`src/rtl/vdc_regs.svh`:
```
// Register offsets, reset values, field positions and fixed levels of the
// decoder control bank. Assumes inclusion by the design file.
`ifndef VDC_REGS_SVH
`define VDC_REGS_SVH

`define VDC_ADDR_INPUT_SEL    8'h00
`define VDC_ADDR_ANALOG       8'h01
`define VDC_ADDR_OPMODE       8'h02
`define VDC_ADDR_OUTPIN       8'h03
`define VDC_ADDR_STD_MASK     8'h04
`define VDC_ADDR_SOFT_RESET   8'h05
`define VDC_ADDR_KILLER       8'h06

`define VDC_RST_INPUT_SEL     8'h00
`define VDC_RST_ANALOG        8'h15
`define VDC_RST_OPMODE        8'h00
`define VDC_RST_OUTPIN        8'h01
`define VDC_RST_STD_MASK      8'hfc
`define VDC_RST_SOFT_RESET    8'h00
`define VDC_RST_KILLER        8'h10

// video_input_select
`define VDC_BIT_SVIDEO        0
`define VDC_BIT_CHAN_SEL      1
`define VDC_BIT_BLACK         3
// operating_mode_control
`define VDC_BIT_POWER_DOWN    0
`define VDC_BIT_LUMA_PEAK_OFF 1
`define VDC_BIT_SC_FREEZE     2
`define VDC_BIT_WHITE_PK_OFF  3
`define VDC_BIT_BURST_REF     6
// output_and_pin_control
`define VDC_BIT_CLK_OE        0
`define VDC_BIT_VBLANK_ON     1
`define VDC_BIT_SYNC_OE       2
`define VDC_BIT_PIXEL_OE      3
`define VDC_BIT_LOCK_SEL      4
`define VDC_BIT_GPL_DIR       5
`define VDC_BIT_GPL_LEVEL     6
`define VDC_BIT_PIN_SEL       7
// software_reset_control
`define VDC_BIT_SOFT_RESET    0

`define VDC_BLACK_NORMAL      8'h10
`define VDC_BLACK_EXTENDED    8'h01
`define VDC_UNMAPPED_READ     8'h00

`endif

```
`src/rtl/vdc_pkg.sv`:
```
// Types shared by the decoder control bank and its users.
// Assumes vdc_regs.svh is on the include path.
package vdc_pkg;

   typedef enum logic [2:0] {
      VDC_ST_IDLE = 3'b000,
      VDC_ST_DEV  = 3'b001,
      VDC_ST_SUB  = 3'b010,
      VDC_ST_WR   = 3'b011,
      VDC_ST_RD   = 3'b100
   } vdc_state_t;

   typedef struct packed {
      logic [1:0] offset_mode;
      logic [1:0] gain_mode;
      logic       burst_ref;
      logic [1:0] tv_vcr_mode;
      logic       white_peak_off;
      logic       luma_peak_off;
      logic       subcarrier_freeze;
      logic       power_down;
      logic [3:0] standard_mask;
      logic [1:0] killer_mode;
      logic [4:0] killer_threshold;
   } vdc_ctrl_t;

endpackage : vdc_pkg

```
`src/rtl/vdc_control_regs.sv`:
```
// Control register bank of the video decoder, reached over the two-wire
// serial host bus, plus the output steering that its fields drive.
// Assumes scl and sda_in already synchronous to mclk; the pad resolves sda.
// Operation
// - Composite from terminal A when channel bit 0, terminal B when 1.
// - S-video bit set: luma from terminal A, chroma from terminal B.
// - Black bit forces 10h normal range, 01h extended; syncs keep running.
// - Offset field: 00 off, 01 auto (reset), 10 reserved, 11 held.
// - Gain field: 00 fixed, 01 auto (reset), 10 reserved, 11 held.
// - Burst reference bit makes gain loop use colour burst; reset 0.
// - TV/VCR field: 00 auto, 01 reserved, 10 forced VCR, 11 forced TV.
// - Auto mode: unstable syncs select VCR, comb off, chroma trap on.
// - Two disable bits turn off white peak and luma peak processing.
// - Freeze bit stops subcarrier loop; genlock word carries frozen increment.
// - Power-down bit turns off converters and minimises clocking.
// - Pin select routes general purpose line at 0, vertical blanking at 1.
// - Bit 5 sets line direction, bit 6 its driven output level.
// - Lock select swaps PAL indicator and field id for lock flags.
// - Pixel bus driven only when both pixel and VBI enables are 1.
// - Sync enable bit drives sync, PAL, active video, field pins.
// - Vertical blanking bit turns the blanking signal off or on.
// - Clock enable bit drives sample clock; reset value 1.
// - Four mask bits exclude standards from autoswitch; reset value FCh.
// - Writing 1 to software reset reloads every register default.
// - Killer field: 00 auto, 01 reserved, 10 forced zero colour, 11 off.
// - Five-bit killer threshold: 11111 minimum, 10000 reset, 00000 maximum.
`include "vdc_regs.svh"
`timescale 1ns/1ps
`default_nettype none

module vdc_control_regs #(
   parameter logic [6:0] DEV_ADDR = 7'h2a,   // Arbitrary bus address
   parameter int         PHASE_W  = 22
) (
   input  wire logic                 mclk,
   input  wire logic                 reset_n,
   input  wire logic                 scl,
   input  wire logic                 sda_in,
   output var  logic                 sda_out,
   output var  logic                 sda_oe,
   input  wire logic [7:0]           input_terminal_a,
   input  wire logic [7:0]           input_terminal_b,
   input  wire logic                 extended_range,
   input  wire logic                 vbi_output_enable,
   input  wire logic                 sync_unstable,
   input  wire logic [PHASE_W-1:0]   phase_increment,
   input  wire logic                 pal_indicator,
   input  wire logic                 field_identifier,
   input  wire logic                 horizontal_lock_flag,
   input  wire logic                 vertical_lock_flag,
   input  wire logic                 vertical_blank_raw,
   input  wire logic                 blanking_or_gpio_pin_in,
   output var  logic                 blanking_or_gpio_pin_out,
   output var  logic                 blanking_or_gpio_pin_oe,
   output var  logic                 general_purpose_line_in,
   output var  logic                 vertical_blank_signal,
   output var  logic [7:0]           luma_sample,
   output var  logic [7:0]           chroma_sample,
   output var  logic                 svideo_mode,
   output var  logic                 black_active,
   output var  vdc_pkg::vdc_ctrl_t   ctrl,
   output var  logic                 vcr_mode_active,
   output var  logic                 comb_filter_enable,
   output var  logic                 chroma_trap_enable,
   output var  logic                 killer_force_zero,
   output var  logic [PHASE_W-1:0]   genlock_serial_out,
   output var  logic                 pixel_output_oe,
   output var  logic                 sync_outputs_oe,
   output var  logic                 sample_clock_oe,
   output var  logic                 vsync_pal_pin,
   output var  logic                 field_pin
);

   logic [7:0]          video_input_select;
   logic [7:0]          analog_front_end_control;
   logic [7:0]          operating_mode_control;
   logic [7:0]          output_and_pin_control;
   logic [7:0]          standard_autoswitch_mask;
   logic [7:0]          software_reset_control;
   logic [7:0]          colour_killer_control;

   vdc_pkg::vdc_state_t phase;
   logic [3:0]          bit_cnt;
   logic [7:0]          shift_in;
   logic [7:0]          tx_byte;
   logic [7:0]          sub_addr;
   logic                scl_q;
   logic                sda_q;
   logic                wr_en;
   logic [7:0]          wr_addr;
   logic [7:0]          wr_data;
   logic                soft_reset;

   logic                scl_rise;
   logic                scl_fall;
   logic                bus_start;
   logic                bus_stop;
   logic [7:0]          sel_composite;

   assign scl_rise  = scl & ~scl_q;
   assign scl_fall  = ~scl & scl_q;
   assign bus_start = scl & scl_q & sda_q & ~sda_in;
   assign bus_stop  = scl & scl_q & ~sda_q & sda_in;

   function automatic logic [7:0] rd_mux(input logic [7:0] a);
      case (a)
         `VDC_ADDR_INPUT_SEL:  rd_mux = video_input_select;
         `VDC_ADDR_ANALOG:     rd_mux = analog_front_end_control;
         `VDC_ADDR_OPMODE:     rd_mux = operating_mode_control;
         `VDC_ADDR_OUTPIN:     rd_mux = output_and_pin_control;
         `VDC_ADDR_STD_MASK:   rd_mux = standard_autoswitch_mask;
         `VDC_ADDR_SOFT_RESET: rd_mux = software_reset_control;
         `VDC_ADDR_KILLER:     rd_mux = colour_killer_control;
         default:              rd_mux = `VDC_UNMAPPED_READ;
      endcase
   endfunction : rd_mux

   // Serial bus line sampling
   always_ff @(posedge mclk or negedge reset_n) begin
      if (!reset_n) begin
         scl_q <= 1'b1;
         sda_q <= 1'b1;
      end else begin
         scl_q <= scl;
         sda_q <= sda_in;
      end
   end

   // Open-drain: the pad only ever pulls low, oe alone carries the data
   always_ff @(posedge mclk or negedge reset_n) begin
      if (!reset_n) begin
         sda_out <= 1'b0;
      end else begin
         sda_out <= 1'b0;
      end
   end

   // Byte engine: bits taken on scl rise, sda changed on scl fall
   always_ff @(posedge mclk or negedge reset_n) begin
      if (!reset_n) begin
         phase    <= vdc_pkg::VDC_ST_IDLE;
         bit_cnt  <= 4'h0;
         shift_in <= 8'h00;
         tx_byte  <= 8'h00;
         sub_addr <= 8'h00;
         sda_oe   <= 1'b0;
         wr_en    <= 1'b0;
         wr_addr  <= 8'h00;
         wr_data  <= 8'h00;
      end else begin
         wr_en <= 1'b0;
         if (bus_start) begin
            phase   <= vdc_pkg::VDC_ST_DEV;
            bit_cnt <= 4'h0;
            sda_oe  <= 1'b0;
         end else if (bus_stop) begin
            phase  <= vdc_pkg::VDC_ST_IDLE;
            sda_oe <= 1'b0;
         end else if (scl_rise && phase != vdc_pkg::VDC_ST_IDLE) begin
            if (bit_cnt != 4'h8) begin
               shift_in <= {shift_in[6:0], sda_in};
               bit_cnt  <= bit_cnt + 4'h1;
            end else begin
               bit_cnt <= 4'h0;
               // Host not acknowledging a read byte ends the read
               if (phase == vdc_pkg::VDC_ST_RD && sda_in) begin
                  phase <= vdc_pkg::VDC_ST_IDLE;
               end
            end
         end else if (scl_fall && phase != vdc_pkg::VDC_ST_IDLE) begin
            if (bit_cnt == 4'h8) begin
               case (phase)
                  vdc_pkg::VDC_ST_DEV: begin
                     if (shift_in[7:1] == DEV_ADDR) begin
                        sda_oe  <= 1'b1;
                        tx_byte <= rd_mux(sub_addr);
                        phase   <= shift_in[0] ? vdc_pkg::VDC_ST_RD : vdc_pkg::VDC_ST_SUB;
                     end else begin
                        phase <= vdc_pkg::VDC_ST_IDLE;
                     end
                  end
                  vdc_pkg::VDC_ST_SUB: begin
                     sub_addr <= shift_in;
                     sda_oe   <= 1'b1;
                     phase    <= vdc_pkg::VDC_ST_WR;
                  end
                  vdc_pkg::VDC_ST_WR: begin
                     wr_en    <= 1'b1;
                     wr_addr  <= sub_addr;
                     wr_data  <= shift_in;
                     sub_addr <= sub_addr + 8'h01;
                     sda_oe   <= 1'b1;
                  end
                  vdc_pkg::VDC_ST_RD: begin
                     sda_oe   <= 1'b0;
                     sub_addr <= sub_addr + 8'h01;
                     tx_byte  <= rd_mux(sub_addr + 8'h01);
                  end
                  default: begin
                     phase <= vdc_pkg::VDC_ST_IDLE;
                  end
               endcase
            end else if (phase == vdc_pkg::VDC_ST_RD) begin
               sda_oe <= ~tx_byte[3'd7 - bit_cnt[2:0]];
            end else begin
               sda_oe <= 1'b0;
            end
         end
      end
   end

   // Reload lands one cycle after the write, so bit 0 is seen then cleared
   always_ff @(posedge mclk or negedge reset_n) begin
      if (!reset_n) begin
         soft_reset <= 1'b0;
      end else begin
         soft_reset <= wr_en && wr_addr == `VDC_ADDR_SOFT_RESET
                       && wr_data[`VDC_BIT_SOFT_RESET];
      end
   end

   // Register file; unmapped writes are acknowledged and dropped
   always_ff @(posedge mclk or negedge reset_n) begin
      if (!reset_n) begin
         video_input_select       <= `VDC_RST_INPUT_SEL;
         analog_front_end_control <= `VDC_RST_ANALOG;
         operating_mode_control   <= `VDC_RST_OPMODE;
         output_and_pin_control   <= `VDC_RST_OUTPIN;
         standard_autoswitch_mask <= `VDC_RST_STD_MASK;
         software_reset_control   <= `VDC_RST_SOFT_RESET;
         colour_killer_control    <= `VDC_RST_KILLER;
      end else if (soft_reset) begin
         video_input_select       <= `VDC_RST_INPUT_SEL;
         analog_front_end_control <= `VDC_RST_ANALOG;
         operating_mode_control   <= `VDC_RST_OPMODE;
         output_and_pin_control   <= `VDC_RST_OUTPIN;
         standard_autoswitch_mask <= `VDC_RST_STD_MASK;
         software_reset_control   <= `VDC_RST_SOFT_RESET;
         colour_killer_control    <= `VDC_RST_KILLER;
      end else if (wr_en) begin
         case (wr_addr)
            `VDC_ADDR_INPUT_SEL:  video_input_select       <= wr_data;
            `VDC_ADDR_ANALOG:     analog_front_end_control <= wr_data;
            `VDC_ADDR_OPMODE:     operating_mode_control   <= wr_data;
            `VDC_ADDR_OUTPIN:     output_and_pin_control   <= wr_data;
            `VDC_ADDR_STD_MASK:   standard_autoswitch_mask <= wr_data;
            `VDC_ADDR_SOFT_RESET: software_reset_control   <= wr_data;
            `VDC_ADDR_KILLER:     colour_killer_control    <= wr_data;
            default: begin
            end
         endcase
      end
   end

   assign sel_composite = video_input_select[`VDC_BIT_CHAN_SEL] ? input_terminal_b
                                                               : input_terminal_a;

   // Video path selection and black forcing; sync pins are untouched by it
   always_ff @(posedge mclk or negedge reset_n) begin
      if (!reset_n) begin
         luma_sample   <= 8'h00;
         chroma_sample <= 8'h00;
         svideo_mode   <= 1'b0;
         black_active  <= 1'b0;
      end else begin
         svideo_mode  <= video_input_select[`VDC_BIT_SVIDEO];
         black_active <= video_input_select[`VDC_BIT_BLACK];
         if (video_input_select[`VDC_BIT_BLACK]) begin
            luma_sample <= extended_range ? `VDC_BLACK_EXTENDED
                                          : `VDC_BLACK_NORMAL;
         end else if (video_input_select[`VDC_BIT_SVIDEO]) begin
            luma_sample <= input_terminal_a;
         end else begin
            luma_sample <= sel_composite;
         end
         chroma_sample <= video_input_select[`VDC_BIT_SVIDEO] ? input_terminal_b
                                                             : 8'h00;
      end
   end

   // Mode fields to the datapath
   always_ff @(posedge mclk or negedge reset_n) begin
      if (!reset_n) begin
         ctrl               <= '0;
         vcr_mode_active    <= 1'b0;
         comb_filter_enable <= 1'b1;
         chroma_trap_enable <= 1'b0;
         killer_force_zero  <= 1'b0;
      end else begin
         ctrl.offset_mode       <= analog_front_end_control[3:2];
         ctrl.gain_mode         <= analog_front_end_control[1:0];
         ctrl.burst_ref         <= operating_mode_control[`VDC_BIT_BURST_REF];
         ctrl.tv_vcr_mode       <= operating_mode_control[5:4];
         ctrl.white_peak_off    <= operating_mode_control[`VDC_BIT_WHITE_PK_OFF];
         ctrl.luma_peak_off     <= operating_mode_control[`VDC_BIT_LUMA_PEAK_OFF];
         ctrl.subcarrier_freeze <= operating_mode_control[`VDC_BIT_SC_FREEZE];
         ctrl.power_down        <= operating_mode_control[`VDC_BIT_POWER_DOWN];
         ctrl.standard_mask     <= standard_autoswitch_mask[5:2];
         ctrl.killer_mode       <= colour_killer_control[6:5];
         ctrl.killer_threshold  <= colour_killer_control[4:0];
         killer_force_zero      <= colour_killer_control[6:5] == 2'b10;
         case (operating_mode_control[5:4])
            2'b10:   vcr_mode_active <= 1'b1;
            2'b11:   vcr_mode_active <= 1'b0;
            2'b00:   vcr_mode_active <= sync_unstable;
            default: vcr_mode_active <= vcr_mode_active;
         endcase
         comb_filter_enable <= ~vcr_mode_active;
         chroma_trap_enable <= vcr_mode_active;
      end
   end

   // Frozen loop keeps presenting the last increment it used
   always_ff @(posedge mclk or negedge reset_n) begin
      if (!reset_n) begin
         genlock_serial_out <= '0;
      end else if (!operating_mode_control[`VDC_BIT_SC_FREEZE]) begin
         genlock_serial_out <= phase_increment;
      end
   end

   // Output enables and shared pins
   always_ff @(posedge mclk or negedge reset_n) begin
      if (!reset_n) begin
         pixel_output_oe          <= 1'b0;
         sync_outputs_oe          <= 1'b0;
         sample_clock_oe          <= 1'b1;
         vertical_blank_signal    <= 1'b0;
         vsync_pal_pin            <= 1'b0;
         field_pin                <= 1'b0;
         blanking_or_gpio_pin_out <= 1'b0;
         blanking_or_gpio_pin_oe  <= 1'b0;
         general_purpose_line_in  <= 1'b0;
      end else begin
         pixel_output_oe <= output_and_pin_control[`VDC_BIT_PIXEL_OE]
                            & vbi_output_enable;
         sync_outputs_oe <= output_and_pin_control[`VDC_BIT_SYNC_OE];
         sample_clock_oe <= output_and_pin_control[`VDC_BIT_CLK_OE];
         vertical_blank_signal <= output_and_pin_control[`VDC_BIT_VBLANK_ON]
                                  & vertical_blank_raw;
         if (output_and_pin_control[`VDC_BIT_LOCK_SEL]) begin
            vsync_pal_pin <= horizontal_lock_flag;
            field_pin     <= vertical_lock_flag;
         end else begin
            vsync_pal_pin <= pal_indicator;
            field_pin     <= field_identifier;
         end
         if (output_and_pin_control[`VDC_BIT_PIN_SEL]) begin
            blanking_or_gpio_pin_out <= output_and_pin_control[`VDC_BIT_VBLANK_ON]
                                        & vertical_blank_raw;
            blanking_or_gpio_pin_oe  <= 1'b1;
         end else begin
            blanking_or_gpio_pin_out <= output_and_pin_control[`VDC_BIT_GPL_LEVEL];
            blanking_or_gpio_pin_oe  <= output_and_pin_control[`VDC_BIT_GPL_DIR];
         end
         general_purpose_line_in <= blanking_or_gpio_pin_in;
      end
   end

   property p_composite_sel;
      @(posedge mclk) disable iff (!reset_n)
      (!video_input_select[0] && !video_input_select[3])
         |=> luma_sample == ($past(video_input_select[1]) ? $past(input_terminal_b)
                                                         : $past(input_terminal_a));
   endproperty
   a_composite_sel: assert property (p_composite_sel)
      else $error("composite source mismatch");

   property p_svideo_sel;
      @(posedge mclk) disable iff (!reset_n)
      (video_input_select[0] && !video_input_select[3])
         |=> luma_sample == $past(input_terminal_a) && chroma_sample == $past(input_terminal_b);
   endproperty
   a_svideo_sel: assert property (p_svideo_sel)
      else $error("s-video routing wrong");

   property p_black_level;
      @(posedge mclk) disable iff (!reset_n)
      video_input_select[3] |=> luma_sample == ($past(extended_range) ? 8'h01 : 8'h10);
   endproperty
   a_black_level: assert property (p_black_level)
      else $error("black level wrong");

   property p_forced_vcr;
      @(posedge mclk) disable iff (!reset_n)
      (operating_mode_control[5:4] == 2'b10) [*2] |=> !comb_filter_enable && chroma_trap_enable;
   endproperty
   a_forced_vcr: assert property (p_forced_vcr)
      else $error("forced vcr not applied");

   property p_freeze_hold;
      @(posedge mclk) disable iff (!reset_n)
      operating_mode_control[2] |=> $stable(genlock_serial_out);
   endproperty
   a_freeze_hold: assert property (p_freeze_hold)
      else $error("frozen increment changed");

   property p_pixel_oe;
      @(posedge mclk) disable iff (!reset_n)
      pixel_output_oe |-> $past(output_and_pin_control[3]) && $past(vbi_output_enable);
   endproperty
   a_pixel_oe: assert property (p_pixel_oe)
      else $error("pixel bus enabled without both enables");

   property p_soft_reset;
      @(posedge mclk) disable iff (!reset_n)
      (wr_en && wr_addr == 8'h05 && wr_data[0]) |=> ##2
         standard_autoswitch_mask == 8'hfc && output_and_pin_control == 8'h01
         && colour_killer_control == 8'h10;
   endproperty
   a_soft_reset: assert property (p_soft_reset)
      else $error("software reset did not reload defaults");

   property p_reset_self_clear;
      @(posedge mclk) disable iff (!reset_n)
      soft_reset |=> software_reset_control == 8'h00 ##1 !soft_reset;
   endproperty
   a_reset_self_clear: assert property (p_reset_self_clear)
      else $error("software reset bit did not clear");

   property p_killer_zero;
      @(posedge mclk) disable iff (!reset_n)
      killer_force_zero |-> $past(colour_killer_control[6:5]) == 2'b10;
   endproperty
   a_killer_zero: assert property (p_killer_zero)
      else $error("killer forced in wrong mode");

endmodule : vdc_control_regs

`default_nettype wire

```
`config.mk`:
```
export PLATFORM = sky130hd
export DESIGN_NAME = vdc_control_regs
export DESIGN_NICKNAME = d
export VERILOG_FILES = /design/src/rtl/vdc_pkg.sv /design/src/rtl/vdc_control_regs.sv
export VERILOG_INCLUDE_DIRS = /design/src /design/src/rtl
export SDC_FILE = /design/constraint.sdc
export NUM_CORES = 1
export LEC_CHECK = 0
export ABC_AREA = 1
export BUFFER_PORTS_ARGS = -buffer_cell sky130_fd_sc_hd__buf_2
export CAP_MARGIN = 20
export CORE_UTILIZATION = 53
export CTS_BUF_LIST = sky130_fd_sc_hd__clkbuf_4 sky130_fd_sc_hd__clkbuf_8
export DETAILED_ROUTE_END_ITERATION = 10
export PLACE_DENSITY = 0.78
export RECOVER_POWER = 50
export SYNTH_ARGS = -nofsm -noshare
export SYNTH_HDL_FRONTEND = slang
export SYNTH_SLANG_ARGS = --single-unit
```
`constraint.sdc`:
```
create_clock -name mclk -period 1.7 [get_ports mclk]
set_input_delay 0.17 -clock mclk [delete_from_list [all_inputs] [get_ports mclk]]
set_output_delay 0.17 -clock mclk [all_outputs]
set_load 0.01 [all_outputs]
```
# Word-level counts from Yosys, hierarchy flattened
# Index checks and enable logic that the tools add are counted.
# totals
word_cells	213
reg_bits	183
in_bits	51
# op_classes
bitwise	18
addsub	3
muxes	66
order_cmp	1
eq_ne	36
n_reduce_logical	41
# op_table
op	n
8-bit two-way mux	26
8-bit case mux with 7 select lines	2
8-bit by 3-bit equality test with 1-bit output, second input constant	9
8-bit by 2-bit equality test with 1-bit output, second input constant	6
8-bit case mux with 2 select lines	2
3-bit two-way mux	9
8-bit by 1-bit equality test with 1-bit output, second input constant	3
8-bit zero test	3
2-bit nonzero test	11
1-bit two-way mux	18
4-bit two-way mux	4
2-bit AND reduction	8
6-bit AND reduction	2
1-bit AND	9
1-bit inverter	9
3-bit case mux with 3 select lines	1
3-bit nonzero test	3
8-bit by 1-bit adder with 8-bit output, second input constant	1
4-bit != test, second input constant	2
4-bit AND reduction	2
4-bit nonzero test	2
7-bit by 6-bit equality test with 1-bit output, second input constant	1
7-bit AND reduction	1
2-bit equality test, second input constant	3
20 further kinds	28

# Longest topological paths before layout
# logic_depth
ltp_word	10
mapped_depth	15
ltp_nobuf	14

# Worst setup path after synthesis
# Ideal clock, no wire load.
# synth_timing
path_kind	reg-to-reg
start	reg bit_cnt[0]
end	reg wr_addr[7]
stages_incl_launch_ff	12
arrival_ps	1787
setup_time_ps	131
period_less_slack_ps	1918
path_buffers	2
slack_ps	-218
t_required_ps	1569
path_cell_list	dfrtp_1 -> clkbuf_1 -> inv_1 -> ha_1 -> nand3_1 -> inv_1 -> nand2_1 -> nor2_2 -> inv_1 -> clkbuf_1 -> nand2_1 -> o21ai_0
# synth_between
elab_chain_cells	2
# synth_rtl
element	line_no	rtl
start, declared	vdc_control_regs.sv:83	logic [3:0] bit_cnt;
start signal, assigned	vdc_control_regs.sv:162	bit_cnt <= bit_cnt + 4'h1;
4-bit equality test	vdc_control_regs.sv:171	if (bit_cnt == 4'h8) begin
6-bit AND reduction (no line)	--	
end signal, assigned	vdc_control_regs.sv:189	wr_addr <= sub_addr;
end, declared	vdc_control_regs.sv:90	logic [7:0] wr_addr;
# No other way between the ends.
# A chain may end at the register's enable or synchronous reset.

# Final worst setup path
# layout_timing
start	reg sub_addr[1]
end	reg tx_byte[5]
# layout_between
elab_chain_cells	4
word_cells_on_any_way	19
cone_classes	add/sub: 1; eq/ne: 12; mux: 4; reduce/logical: 2
# layout_rtl
element	line_no	rtl
start, declared	vdc_control_regs.sv:86	logic [7:0] sub_addr;
start signal, assigned	vdc_control_regs.sv:183	sub_addr <= shift_in;
start signal, assigned	vdc_control_regs.sv:191	sub_addr <= sub_addr + 8'h01;
start signal, assigned	vdc_control_regs.sv:196	sub_addr <= sub_addr + 8'h01;
8-bit by 1-bit adder with 8-bit output (tied with other cells)	vdc_control_regs.sv:197	tx_byte <= rd_mux(sub_addr + 8'h01);
8-bit by 3-bit equality test with 1-bit output (tied with other cells)	vdc_control_regs.sv:106	case (a)
8-bit case mux with 7 select lines or 8-bit two-way mux (tied branches)	vdc_control_regs.sv:106, vdc_control_regs.sv:174	
8-bit case mux with 2 select lines (*)	vdc_control_regs.sv:172	case (phase)
end signal, assigned	vdc_control_regs.sv:176	tx_byte <= rd_mux(sub_addr);
end signal, assigned	vdc_control_regs.sv:197	
end, declared	vdc_control_regs.sv:85	logic [7:0] tx_byte;
# Mark *: on every way between the ends. The rest lies on a longest branch, timed or not. The select of a mux whose other input is x is not followed.

==> Implementation_results.wiki <==
{| class="wikitable"
! Metric !! Value
|-
| Insertion delay of the later-clocked pin in the worst-skew pair || 0.48 ns
|-
| Critical Path Max Stage Delay || 0.41 ns
|-
| Count of clock tree sinks || 183
|-
| DIE AREA || 16200 um^2
|-
| Mapped Area || 8320 um^2
|-
| Worst Slack Setup Final || -0.257 ns
|-
| Total routed wirelength || 24600 um
|-
| First-pass GRT wire length || about 38000 um
|-
| Violated checks || negative setup slack
|-
| Number of nets at the end of the flow || 1295
|-
| Final routed wire length divided by cell count || 16.8 um
|-
| Number of DRC violations after detailed-routing iteration 0 || 720
|-
| Launch point of the worst path || sub_addr[1]
|-
| Site Rows || 45
|-
| Final-layout fill cell count || 1090
|-
| Count of different cell masters after synthesis || 38
|-
| Final critical-path share of the clock period || 115%
|-
| CP arrival || 2.36 ns
|-
| Antenna cells || 0
|-
| Cell class contributing the biggest share of worst-path delay || buffers and inverters
|-
| Start point of the worst min-delay path || input_terminal_a[0]
|-
| DRC || 0
|-
| PnR Total Power || 0.0132 W
|-
| Post-Route Setup TNS || -1.87 ns
|-
| Part of the Yosys area used for sequential elements || 55.3%
|-
| Detail Placement HPWL || 16000 um
|-
| Final period demand of the worst path || 1.96 ns
|-
| Post-detailed-placement cell area || 9830 um^2
|-
| Leakage || 5.59 nW
|-
| Post-synth ARST share || 100%
|-
| Outcome || complete, but fails checks
|-
| Number of synthesis warnings || 0
|-
| Syn-to-layout area delta || 34.4%
|-
| H-tree levels || 4
|-
| Count of nets left with antenna violations after detail routing || 0
|-
| Per-cell via count in the routed design || 5.37
|-
| Number of synthesized flops with an enable pin || 0
|-
| Post-Layout Cell Count || 1461
|-
| Final setup vio count || 13
|-
| Die Height || 127 um
|-
| Category of the worst setup path launch point || flop
|-
| Number of buffers between clock root and the deepest sink || 2
|-
| Count of port buffers added during placement || 126
|-
| Total global routing track utilization || between 30% and 40%
|-
| Starting density of the core || 54.5%
|-
| Clock tree from TritonCTS || yes
|-
| Maximum ir drop on the vdd rail || 0.912 mV
|-
| Final cell area excluding filler cells || around 11000 um^2
|-
| Max_cap viols || 0
|-
| Clock root buffer || sky130_fd_sc_hd__clkbuf_8
|-
| Total placed cells including tap cells || 1361
|-
| Classification of the worst-slack hold path || input port to flop
|-
| Number of cells produced by synthesis || 970
|-
| Synth Register Bits || 183
|-
| Hold-critical path depth || 3
|-
| Category of the critical setup timing path || flop to flop
|-
| Fraction of layout cells with a size suffix above 1 || 30.5%
|-
| Inserted Clock Buffers || 17
|-
| Maximum number of pins on one net before global-route repair || 54
|-
| Number of search-and-repair iterations in the first detailed-routing pass || 5
|-
| Most common library cell in the layout ignoring fill and taps || sky130_fd_sc_hd__nand2_1
|-
| Vias after detailed routing || 7841
|-
| Cells traversed along the worst timing path || buf_4 > inv_1 > ha_1 > inv_1 > nor3_2 > buf_4 > nand2_1 > nand2_1 > nor2_1 > nand3_1 > a21oi_1 > a21oi_1
|-
| Hold worst-path end || luma_sample[0]
|-
| Floorplan core area || 15300 um^2
|-
| Most instantiated flip-flop cell in the synthesis netlist || sky130_fd_sc_hd__dfrtp_1
|-
| Data required, critical path || 2.10 ns
|-
| Count of boundary I/O pins || between 100 and 150
|-
| Area of combinational cells with multiple inputs || 3520 um^2
|-
| Power per Cell Area || approximately 1200 nW/um^2
|-
| Placer congestion estimate || 0.946
|-
| Maximum net fanout on the critical path || 6
|-
| Mean instance size in the synthesized netlist || 8.58 um^2
|-
| Number of antenna violations at the first check in global routing || 0
|-
| Setup repair after global routing missed its margin || true
|-
| Hold_ws || 0.0450 ns
|-
| Number of nets produced by synthesis || 1028
|-
| Slew at the pin with the worst max-slew slack || 1.38 ns
|-
| Slew margin rel. || 8.29%
|-
| Vias in the first global route || 7621
|-
| Commonest cells after routing, fill and taps aside || 253 x sky130_fd_sc_hd__nand2_1, 168 x sky130_fd_sc_hd__dfrtp_1, 123 x sky130_fd_sc_hd__buf_2, 96 x sky130_fd_sc_hd__o21ai_0, 80 x sky130_fd_sc_hd__inv_1
|-
| Cell count of the worst reg-to-reg path || 12
|-
| Width of the die || ~130 um
|-
| Total grt overflow || 0
|-
| Number of max-slew violations in the final report || 0
|-
| Clock-pin slew of the registers on the worst-case setup and hold paths || roughly 0.10 ns
|-
| Area used by sequential logic in the layout || 4600 um^2
|-
| Hold violation total from the final report || 0
|-
| Source of the worst register-to-register timing path || sub_addr[1]
|-
| Top Registers || ctrl (22), genlock_serial_out (22)
|-
| Slowest-stage cell, CP || sky130_fd_sc_hd__dfrtp_1
|-
| Reg-to-reg endpoint || tx_byte[5]
|-
| Final Skew || 0.0186 ns
|-
| F_max || 0.511 GHz
|-
| Reg-to-reg setup timing slack || -0.26 ns
|-
| Type of destination of the critical path || flop
|-
| Worst path bufs/invs || 4
|}
[repair_timing]
action                                 in CTS  in global routing
buffers inserted                            0                 14
hold buffers                               49                  0
cloned                                      1                  4
setup endpoints to repair                  10                 66
pin swaps                                   0                 11
endpoints found under the hold margin     106                  0
resized for setup                           8                 99
[worst min-delay path: stages]
cell                      delay [ns]
sky130_fd_sc_hd__buf_2          0.07
sky130_fd_sc_hd__o21ai_0        0.07
sky130_fd_sc_hd__o21ai_0        0.16
[routing by layer]
layer	part of all wire [%]	wire, um	up-vias	track usage, %
met1	40	9740	3735	36.9
met2	49	12100	348	53.2
met4	3.9	956	0	14.2
met5	0	0	-	0
li1	-	-	3680	-
met3	7.4	1810	78	6.24
[cell families after synthesis]
logic type	synth area share, %
simple gates	23.9
fa+ha+maj	1.05
compound gates	10.2
other cells	0.0451
buf+inv	6.06
mux	3.25
xor+xnor	0.211
flops	55.3
[worst max path at each step]
stage / endpoint / cells after the start / slack, ns
2_1_floorplan: tx_byte[4] / 14 / -0.07
3_3_place_gp: tx_byte[4] / 10 / -0.21
3_5_place_dp: tx_byte[1] / 13 / -0.24
4_1_cts: tx_byte[5] / 14 / -0.23
5_1_grt: tx_byte[4] / 14 / -0.44
6_report: tx_byte[5] / 12 / -0.26
[synth_stat cells, types with 5 or more instances]
master,count,share of area [%]
sky130_fd_sc_hd__a21oi_1,23,1.4
sky130_fd_sc_hd__buf_6,6,0.81
sky130_fd_sc_hd__clkbuf_1,18,0.81
sky130_fd_sc_hd__dfrtp_1,168,51
sky130_fd_sc_hd__dfstp_2,15,4.7
sky130_fd_sc_hd__ha_1,7,1.1
sky130_fd_sc_hd__inv_1,90,4.1
sky130_fd_sc_hd__mux2_2,24,3.2
sky130_fd_sc_hd__nand2_1,272,12
sky130_fd_sc_hd__nand3_1,76,4.6
sky130_fd_sc_hd__nor2_1,85,3.8
sky130_fd_sc_hd__nor2_2,9,0.68
sky130_fd_sc_hd__nor3_1,8,0.48
sky130_fd_sc_hd__nor3_2,5,0.60
sky130_fd_sc_hd__o21ai_0,119,7.2
[through the flow]
stage | setup WS (ns) | utilization [%]
after floorplan | -0.0750 | -
after global placement | -0.214 | 64.4
after detailed placement | -0.241 | 64.4
after CTS | -0.229 | 70.8
after global routing | -0.443 | 73.3
final | -0.257 | 73.3
[layout make-up]
| cell class | instances | share of cell area, % |
|---|---|---|
| Clock buffer | 17 | 2.09 |
| Multi-Input combinational cell | 667 | 31.5 |
| Timing Repair inverter | 1 | 0.0671 |
| Inverter | 95 | 3.22 |
| Timing Repair Buffer | 272 | 17.8 |
| Sequential cell | 183 | 41.1 |
| Tap cell | 211 | 2.36 |
| Clock inverter | 15 | 1.83 |
[report_power, final]
part | internal [W] | total (W) | switching, W
logic | 0.00200 | 0.00491 | 0.00291
clock network | 0.00140 | 0.00321 | 0.00181
registers | 0.00472 | 0.00505 | 0.000331
total | 0.00812 | 0.0132 | 0.00505
(Power assumes the default switching activity.)
